`src/hw/pep_pkg.sv`:
```
// pep_pkg: constants and carrier types for the parallel eeprom host controller
// assumes a 10 MHz system clock (100 ns period)
package pep_pkg;
    localparam int  CLK_NS             = 100;
    // pin timing, printed figures in their own unit
    localparam int  WRITE_PULSE_NS     = 100;
    localparam int  WRITE_HIGH_NS      = 50;
    localparam int  ADDR_HOLD_NS       = 50;
    localparam int  READ_ACCESS_NS     = 120;
    localparam int  FLOAT_NS           = 50;
    localparam int  BYTE_LOAD_WINDOW_US = 150;
    localparam int  PROGRAM_TIME_MS    = 3;
    // least times round up, longest round down
    localparam int  WP_CYC   = (WRITE_PULSE_NS + CLK_NS - 1) / CLK_NS;
    localparam int  WPH_CYC  = (WRITE_HIGH_NS + CLK_NS - 1) / CLK_NS;
    localparam int  AH_CYC   = (ADDR_HOLD_NS + CLK_NS - 1) / CLK_NS;
    localparam int  ACC_CYC  = (READ_ACCESS_NS + CLK_NS - 1) / CLK_NS + 1;
    localparam int  DF_CYC   = (FLOAT_NS + CLK_NS - 1) / CLK_NS;
    localparam int  BLC_CYC  = (BYTE_LOAD_WINDOW_US * 1000) / CLK_NS;
    localparam int  PROG_CYC = (PROGRAM_TIME_MS * 1000000 + CLK_NS - 1) / CLK_NS;
    localparam int  CNT_W    = 16;
    localparam int  ADDR_W   = 15;
    localparam int  DATA_W   = 8;
    localparam int  PAGE_LSB = 6;
    localparam int  POLL_BIT = 7;
    localparam int  PAGE_MAX = 64;
    localparam int  UNLOCK_LEN = 3;

    typedef enum logic [1:0] {
        PEP_OP_READ  = 2'b00,
        PEP_OP_WRITE = 2'b01,
        PEP_OP_ERASE = 2'b10,
        PEP_OP_POLL  = 2'b11
    } pep_op_e;

    typedef struct packed {
        pep_op_e             op;
        logic [ADDR_W-1:0]   addr;
        logic [DATA_W-1:0]   data;
        logic                last;
        logic                unlock;
        logic [UNLOCK_LEN*(ADDR_W+DATA_W)-1:0] code;
    } pep_req_s;

    typedef struct packed {
        logic [DATA_W-1:0]   data;
        logic                page_err;
        logic                timeout;
    } pep_rsp_s;
endpackage : pep_pkg

```
`src/hw/pep_host.sv`:
```
// pep_host: host controller that drives a parallel eeprom through its strobes
// assumes requests synchronous to CLK; chip-erase high voltage switched externally
// How it works
// - read with chip select and output gate low, write strobe high; sample data.
// - write with chip select and write strobe low, output gate high; drive data.
// - erase lowers chip select and write strobe while the high-voltage gate is on.
// - every write strobe fall of one page load carries the same page address.
// - after the unlock code, page address held fixed on every strobe fall.
// - output gate is high whenever write strobe and chip select are low.
// - command bytes data bit seven is msb; addresses fifteen bits, line fourteen msb.
// - one to sixty-four bytes follow the unlock prefix, programmed in one period.
// - next byte of a page starts within 150 us of the previous.
`timescale 1ns/10ps
module pep_host
    import pep_pkg::*;
(
    input  wire logic                  CLK,
    input  wire logic                  RESET_N,
    input  wire logic                  REQ_VALID,
    input  wire pep_req_s              REQ,
    output logic                       REQ_READY,
    output logic                       RSP_VALID,
    output pep_rsp_s                   RSP,
    output logic [ADDR_W-1:0]          ADDR,
    output logic [DATA_W-1:0]          DQ_OUT,
    output logic                       DQ_OE,
    input  wire logic [DATA_W-1:0]     DQ_IN,
    output logic                       CHIP_SEL_N,
    output logic                       OUT_GATE_N,
    output logic                       WRITE_N,
    output logic                       ERASE_HV
);
    typedef enum logic [3:0] {
        S_IDLE  = 4'b0000,
        S_RSET  = 4'b0001,
        S_RWAIT = 4'b0010,
        S_FLOAT = 4'b0011,
        S_WLOW  = 4'b0100,
        S_WHIGH = 4'b0101,
        S_LOAD  = 4'b0110,
        S_POLL  = 4'b0111,
        S_EHV   = 4'b1000,
        S_ELOW  = 4'b1001,
        S_DONE  = 4'b1010
    } pep_state_e;

    pep_state_e                state;
    logic [CNT_W-1:0]          cnt;
    logic [CNT_W-1:0]          window;
    logic [15:0]               prog_cnt;
    logic [8:0]                page;
    logic                      page_open;
    logic [6:0]                nbytes;
    logic [1:0]                code_idx;
    logic                      in_code;
    pep_req_s                  cur;
    logic [DATA_W-1:0]         last_data;
    logic                      poll_read;

    function automatic logic [CNT_W-1:0] cyc(input int n);
        cyc = CNT_W'(n > 0 ? n - 1 : 0);
    endfunction : cyc

    // current byte to put out: unlock code step or payload
    function automatic logic [ADDR_W+DATA_W-1:0] code_word(input pep_req_s r,
                                                          input logic [1:0] i);
        code_word = r.code[(UNLOCK_LEN-1-i)*(ADDR_W+DATA_W) +: ADDR_W+DATA_W];
    endfunction : code_word

    wire logic [ADDR_W+DATA_W-1:0] cw = code_word(cur, code_idx);
    wire logic [ADDR_W-1:0] out_addr = in_code ? cw[ADDR_W+DATA_W-1:DATA_W] : cur.addr;
    wire logic [DATA_W-1:0] out_data = in_code ? cw[DATA_W-1:0] : cur.data;
    wire logic page_bad = page_open && !in_code && cur.addr[ADDR_W-1:PAGE_LSB] != page;

    //////////////////////////////////////////////////////////////////////////////
    // sequencer
    always_ff @(posedge CLK or negedge RESET_N) begin
        if (!RESET_N) begin
            state     <= S_IDLE;
            cnt       <= '0;
            cur       <= '0;
            code_idx  <= '0;
            in_code   <= 1'b0;
            poll_read <= 1'b0;
        end else begin
            unique case (state)
                S_IDLE: begin
                    if (REQ_VALID) begin
                        cur      <= REQ;
                        code_idx <= '0;
                        in_code  <= REQ.op == PEP_OP_WRITE && REQ.unlock && !page_open;
                        cnt      <= '0;
                        unique case (REQ.op)
                            PEP_OP_READ, PEP_OP_POLL: begin
                                state     <= S_RSET;
                                poll_read <= REQ.op == PEP_OP_POLL;
                            end
                            PEP_OP_WRITE: state <= S_WHIGH;
                            PEP_OP_ERASE: state <= S_EHV;
                        endcase
                    end
                end
                S_RSET: begin cnt <= cyc(ACC_CYC); state <= S_RWAIT; end
                S_RWAIT: begin
                    if (cnt == '0) begin cnt <= cyc(DF_CYC); state <= S_FLOAT; end
                    else cnt <= cnt - 1'b1;
                end
                S_FLOAT: begin
                    if (cnt == '0) begin
                        // poll repeats until the poll bit matches bit seven of the last byte written or the program timer runs out
                        if (poll_read && DQ_IN[POLL_BIT] != last_data[POLL_BIT] &&
                            (prog_cnt != '0 || page_open)) state <= S_RSET;
                        else state <= S_DONE;
                    end else cnt <= cnt - 1'b1;
                end
                S_WHIGH: begin
                    if (page_bad) state <= S_DONE;
                    else if (cnt == '0) begin cnt <= cyc(WP_CYC); state <= S_WLOW; end
                    else cnt <= cnt - 1'b1;
                end
                S_WLOW: begin
                    if (cnt == '0) begin
                        // a code step stays high one cycle more so the address moves after the rise
                        cnt <= cyc(WPH_CYC > AH_CYC ? WPH_CYC : AH_CYC) + CNT_W'(in_code);
                        if (in_code && code_idx != 2'(UNLOCK_LEN - 1)) begin
                            code_idx <= code_idx + 1'b1;
                            state    <= S_WHIGH;
                        end else if (in_code) begin
                            in_code <= 1'b0;
                            state   <= S_WHIGH;
                        end else state <= S_LOAD;
                    end else cnt <= cnt - 1'b1;
                end
                S_LOAD: begin
                    if (cnt == '0) state <= S_DONE;
                    else cnt <= cnt - 1'b1;
                end
                S_EHV: begin
                    if (cnt == cyc(WP_CYC)) begin cnt <= cyc(WP_CYC); state <= S_ELOW; end
                    else cnt <= cnt + 1'b1;
                end
                S_ELOW: begin
                    if (cnt == '0) state <= S_DONE;
                    else cnt <= cnt - 1'b1;
                end
                S_DONE: state <= S_IDLE;
                default: state <= S_IDLE;
            endcase
        end
    end

    //////////////////////////////////////////////////////////////////////////////
    // page load tracking and byte load window
    always_ff @(posedge CLK or negedge RESET_N) begin
        if (!RESET_N) begin
            page_open <= 1'b0;
            page      <= '0;
            nbytes    <= '0;
            window    <= '0;
            last_data <= '0;
            prog_cnt  <= '0;
        end else begin
            if (prog_cnt != '0) prog_cnt <= prog_cnt - 1'b1;
            if (state == S_WLOW && cnt == '0 && !in_code) begin
                page_open <= 1'b1;
                page      <= cur.addr[ADDR_W-1:PAGE_LSB];
                nbytes    <= nbytes + 1'b1;
                last_data <= cur.data;
                window    <= CNT_W'(BLC_CYC - 2 * (WPH_CYC + WP_CYC + 2));
                if (cur.last || nbytes == 7'(PAGE_MAX - 1)) begin
                    page_open <= 1'b0;
                    nbytes    <= '0;
                    prog_cnt  <= 16'(PROG_CYC + BLC_CYC);
                end
            end else if (page_open) begin
                // the device timer runs on through reads and polls
                if (window == '0) begin
                    page_open <= 1'b0;
                    nbytes    <= '0;
                    prog_cnt  <= 16'(PROG_CYC);
                end else window <= window - 1'b1;
            end
        end
    end

    //////////////////////////////////////////////////////////////////////////////
    // pins, all registered
    always_ff @(posedge CLK or negedge RESET_N) begin
        if (!RESET_N) begin
            ADDR       <= '0;
            DQ_OUT     <= '0;
            DQ_OE      <= 1'b0;
            CHIP_SEL_N <= 1'b1;
            OUT_GATE_N <= 1'b1;
            WRITE_N    <= 1'b1;
            ERASE_HV   <= 1'b0;
        end else begin
            // address and data move only while the strobe is high, never at its rise
            if (WRITE_N && state != S_WLOW) begin
                ADDR   <= out_addr;
                DQ_OUT <= out_data;
            end
            CHIP_SEL_N <= !(state inside {S_RSET, S_RWAIT, S_WLOW, S_ELOW});
            OUT_GATE_N <= !(state inside {S_RSET, S_RWAIT});
            WRITE_N    <= !(state inside {S_WLOW, S_ELOW});
            DQ_OE      <= state inside {S_WHIGH, S_WLOW, S_LOAD} && !page_bad;
            ERASE_HV   <= state inside {S_EHV, S_ELOW};
        end
    end

    always_ff @(posedge CLK or negedge RESET_N) begin
        if (!RESET_N) begin
            REQ_READY <= 1'b0;
            RSP_VALID <= 1'b0;
            RSP       <= '0;
        end else begin
            REQ_READY <= state == S_IDLE && !REQ_VALID;
            RSP_VALID <= state == S_DONE;
            if (state == S_FLOAT && cnt == '0) RSP.data <= DQ_IN;
            if (state == S_IDLE) begin RSP.page_err <= 1'b0; RSP.timeout <= 1'b0; end
            if (state == S_WHIGH && page_bad) RSP.page_err <= 1'b1;
            if (state == S_FLOAT && cnt == '0)
                RSP.timeout <= poll_read && DQ_IN[POLL_BIT] != last_data[POLL_BIT];
        end
    end
endmodule : pep_host

```
`config.mk`:
```
export PLATFORM = sky130hd
export DESIGN_NAME = pep_host
export DESIGN_NICKNAME = d
export VERILOG_FILES = /design/src/hw/pep_pkg.sv /design/src/hw/pep_host.sv
export SDC_FILE = /design/constraint.sdc
export NUM_CORES = 1
export LEC_CHECK = 0
export BUFFER_PORTS_ARGS = -buffer_cell sky130_fd_sc_hd__buf_2
export CAP_MARGIN = 10
export CORE_AREA = 2 2 187 189
export CTS_CLUSTER_SIZE = 25
export DETAILED_ROUTE_END_ITERATION = 6
export DIE_AREA = 0 0 189 191
export PLACE_DENSITY_LB_ADDON = 0.05
export SLEW_MARGIN = 20
export SYNTH_ARGS = -nofsm -noshare
export SYNTH_HDL_FRONTEND = slang
export SYNTH_SLANG_ARGS = --single-unit
export TNS_END_PERCENT = 50
```
`constraint.sdc`:
```
create_clock -name CLK -period 8.8 [get_ports CLK]
set_input_delay 0.44 -clock CLK [delete_from_list [all_inputs] [get_ports CLK]]
set_output_delay 0.44 -clock CLK [all_outputs]
set_load 0.05 [all_outputs]
```
==> summary.txt <==
Power and ir drop
  – Peak VDD IR: between 0.15 and 0.2 mV
  – Leakage dissipation: 6.49 nW
  – Pwr/cell area: ~410 mW/mm^2

Setup path
  – CP Launch Type: flop
  – Worst-path cell chain: inv_2 -> ha_4 -> buf_4 -> mux4_2 -> nor2_1 -> o32ai_1 -> a2111oi_0 -> a211oi_1
  – Crit. End Element: flop
  – CP Max Fanout: between 60 and 70
  – Critical path class: reg -> reg
  – Critical Path RT: around 9 ns
  – Buffers & Inverters on Critical Path: 2
  – Crit path max-delay cell type: buf_4
  – Worst Path Arrival: between 4 and 5 ns
  – CP delay by family, top: buffers and inverters
  – Max stage delay on crit path: 0.84 ns

CTS
  – Post-CTS Setup Bufs: 0
  – H-tree levels: 1
  – CTS tree: yes
  – Clock Latency Late Sink: between 0.5 and 0.6 ns
  – Clk root buf: clkbuf_16
  – Clock tree sinks: ~210
  – Reg clk slew, reported paths: roughly 0.060 ns
  – Total CTS buffers: 26
  – CTS Buffer Depth: 3

Yosys
  – Mapped Nets: 1483
  – Yosys cell types: approximately 90
  – Predominant post-synthesis flop cell: dfrtp_1
  – Synthesis-stage register bit count: just over 200
  – Post-Syn Area: between 0.01 and 0.015 sq mm
  – EDFF count, synth: 0
  – Post-Synthesis Cells: around 1400
  – Sequential area share after synthesis: 0.383
  – Share of flip-flops with an asynchronous set or reset: 1.00
  – Synth Warn #: 0
  – Mean post-synth cell area: slightly below 10 sq um

Die
  – IO Pins: 147
  – Rows: 68
  – Die height: between 150 and 200 um
  – Die area: between 0.03 and 0.04 sq mm
  – CORE AREA: approximately 0.034 sq mm
  – Die X-Extent: 189 um
  – Initial Util: 0.397

Worst hold path
  – Min-delay worst type: in -> reg

STA
  – Tcrit/Tclk final: 0.494
  – Final hold violations: 0
  – RSZ-0062 raised after global routing: no
  – Setup-failing EPs final: 0
  – Relative slew margins: 0.349
  – Worst-margin pin slew: ~0.97 ns
  – Max Slew Vio Count: 0
  – Worst Skew: ~0.015 ns
  – F_max: about 230 MHz
  – Final worst path period need: between 4 and 5 ns
  – Setup TNS: 0 ns

Drt
  – Initial DRC Count: about 900
  – Met3 wire length: 2400 um
  – Drt total wl: ~43000 um
  – Vias: roughly 11000
  – DRC viols: 0
  – Pre-antenna DRT Iters: 5
  – Metal-1 WL: ~19000 um
  – ANT nets after route: 0
  – Drt via density: 5.91
  – Detailed-routed wire length on met2: about 20000 um
  – WL/cell: between 20 and 25 um
  – Top layer in use: met4

Finish
  – Multi-input logic area: between 0.007 and 0.008 sq mm
  – Commonest non-fill, non-tap cells in the layout: 203 x dfrtp_1, 149 x nand2_1, 145 x buf_2
  – Non-Filler Instances: approximately 1900
  – Layout overhead on the synthesized area: 13.5%
  – # nets final: between 1500 and 2000
  – Most common cell after layout, fill and taps aside: dfrtp_1
  – Ant diodes: 0
  – Share of layout cells above drive strength 1: 0.272
  – Flip-flop and latch area: ~0.0052 sq mm
  – Fillcell total: 3333

Global route
  – First-pass GRT wire length: between 60000 and 70000 um
  – Total track usage: 0.240
  – Final global-route overflow total: 0
  – Vias in the first global route: ~11000
  – Largest net degree at the start of global routing: 83
  – Initial antenna violation count: 0

Placement
  – DP Wirelength: ~31000 um
  – Port bufs: between 100 and 150
  – Post-Place Cells: about 1900
  – Placer congestion estimate: ~1

Run status
  – Status: finished clean

Flow run
  – Max-Cap Viols: 0
metal layers:
layer | global-route usage | up-vias
met2 | 0.383 | 407
li1 | - | 5258
met1 | 0.324 | 5619
met3 | 0.0325 | 101
met4 | 0.112 | 0
met5 | 0 | -
worst reg2reg max path, stage by stage, from the launching register on:
cell	delay [ns]
dfrtp_4	0.72
inv_2	0.23
ha_4	0.73
buf_4	0.85
mux4_2	0.65
nor2_1	0.10
o32ai_1	0.13
a2111oi_0	0.69
a211oi_1	0.10
stage by stage:
stage               setup WS, ns  hold WS (ns)  cell area [sq um]  power (mW)   util
floorplan                   5.84         0.144              13500        4.26      -
global placement            4.51         0.466              14500        5.17  0.425
detailed placement          4.41         0.476              14500        5.19  0.425
CTS                         4.39        0.0866              15400        6.30  0.450
global route                3.91         0.102              15400        6.70  0.450
finish                      4.46         0.110              15400        6.28  0.450
layout make-up:
cell class,count,share of cell area
Inverter,28,0.00684
Clock inverter,8,0.00700
Multi-Input combinational cell,1030,0.508
Timing Repair Buffer,159,0.0547
Tap cell,455,0.0371
Clock buffer,40,0.0490
Sequential cell,207,0.338
sequential cells by signal, summed over array words and instances (netlist names), 2 cells and up:
register,cells
DQ_OUT,8
state,4
cur,93
prog_cnt,16
code_idx,2
RSP,10
nbytes,7
cnt,16
ADDR,15
page,9
window,16
cell families (layout without fill, tap and decap cells):
logic type | Yosys count | in the layout | share of synthesized area
compound gates | 312 | 312 | 0.149
simple gates | 464 | 464 | 0.169
flops | 207 | 207 | 0.383
mux | 200 | 200 | 0.217
xor+xnor | 40 | 40 | 0.0259
fa+ha+maj | 14 | 14 | 0.0129
buf+inv | 125 | 235 | 0.0430
where the power goes:
| part | total, mW | internal [mW] | switching [mW] |
|---|---|---|---|
| Sequential | 2.02 | 1.39 | 0.627 |
| Combinational | 3.18 | 1.37 | 1.81 |
| Clock | 1.08 | 0.647 | 0.429 |
| Total | 6.28 | 3.40 | 2.87 |
synthesized netlist by cell type, types with 6 or more instances:
cell type | instances | share of area
o211ai_1 | 6 | 0.0033
nor2_1 | 123 | 0.034
a31oi_1 | 17 | 0.0079
buf_4 | 8 | 0.0044
and3_1 | 16 | 0.0074
a21o_1 | 7 | 0.0039
xor2_1 | 18 | 0.012
nor2b_1 | 10 | 0.0046
o21ai_0 | 51 | 0.019
and2_1 | 6 | 0.0028
mux2i_1 | 27 | 0.020
nand2_1 | 149 | 0.041
buf_2 | 36 | 0.013
or3_1 | 11 | 0.0051
a211oi_1 | 16 | 0.0089
nand2b_1 | 20 | 0.0092
nand3_1 | 21 | 0.0078
clkbuf_1 | 39 | 0.011
nor4_1 | 13 | 0.0060
mux2_2 | 105 | 0.087
nand4_1 | 10 | 0.0046
mux4_2 | 64 | 0.11
o221ai_1 | 10 | 0.0065
dfrtp_1 | 204 | 0.38
a21oi_1 | 83 | 0.031
inv_1 | 24 | 0.0067
o22ai_1 | 8 | 0.0037
xnor2_1 | 22 | 0.014
or2_2 | 6 | 0.0028
o31ai_1 | 10 | 0.0055
ha_1 | 14 | 0.013
o21ai_1 | 31 | 0.011
nor3_1 | 45 | 0.017
buf_1 | 9 | 0.0025
final timing paths:
check,from,endpoint,slack (ns),cells after the start
worst min-delay path,REQ[70],cur[70],0.11,3
worst max-delay path,code_idx[0],ADDR[13],4.46,8
worst max register to register,code_idx[0],ADDR[13],4.46,8
min in group asynchronous,RESET_N,window[11],0.48,2
max in group asynchronous,RESET_N,cur[56],6.94,3
worst min register to register,nbytes[2],nbytes[2],0.47,1
what timing repair did:
action	4_1_cts	5_1_grt
hold buffers	1	0
gates resized for setup	0	0
endpoints found under the hold margin	79	0
(Power assumes the default switching activity.)
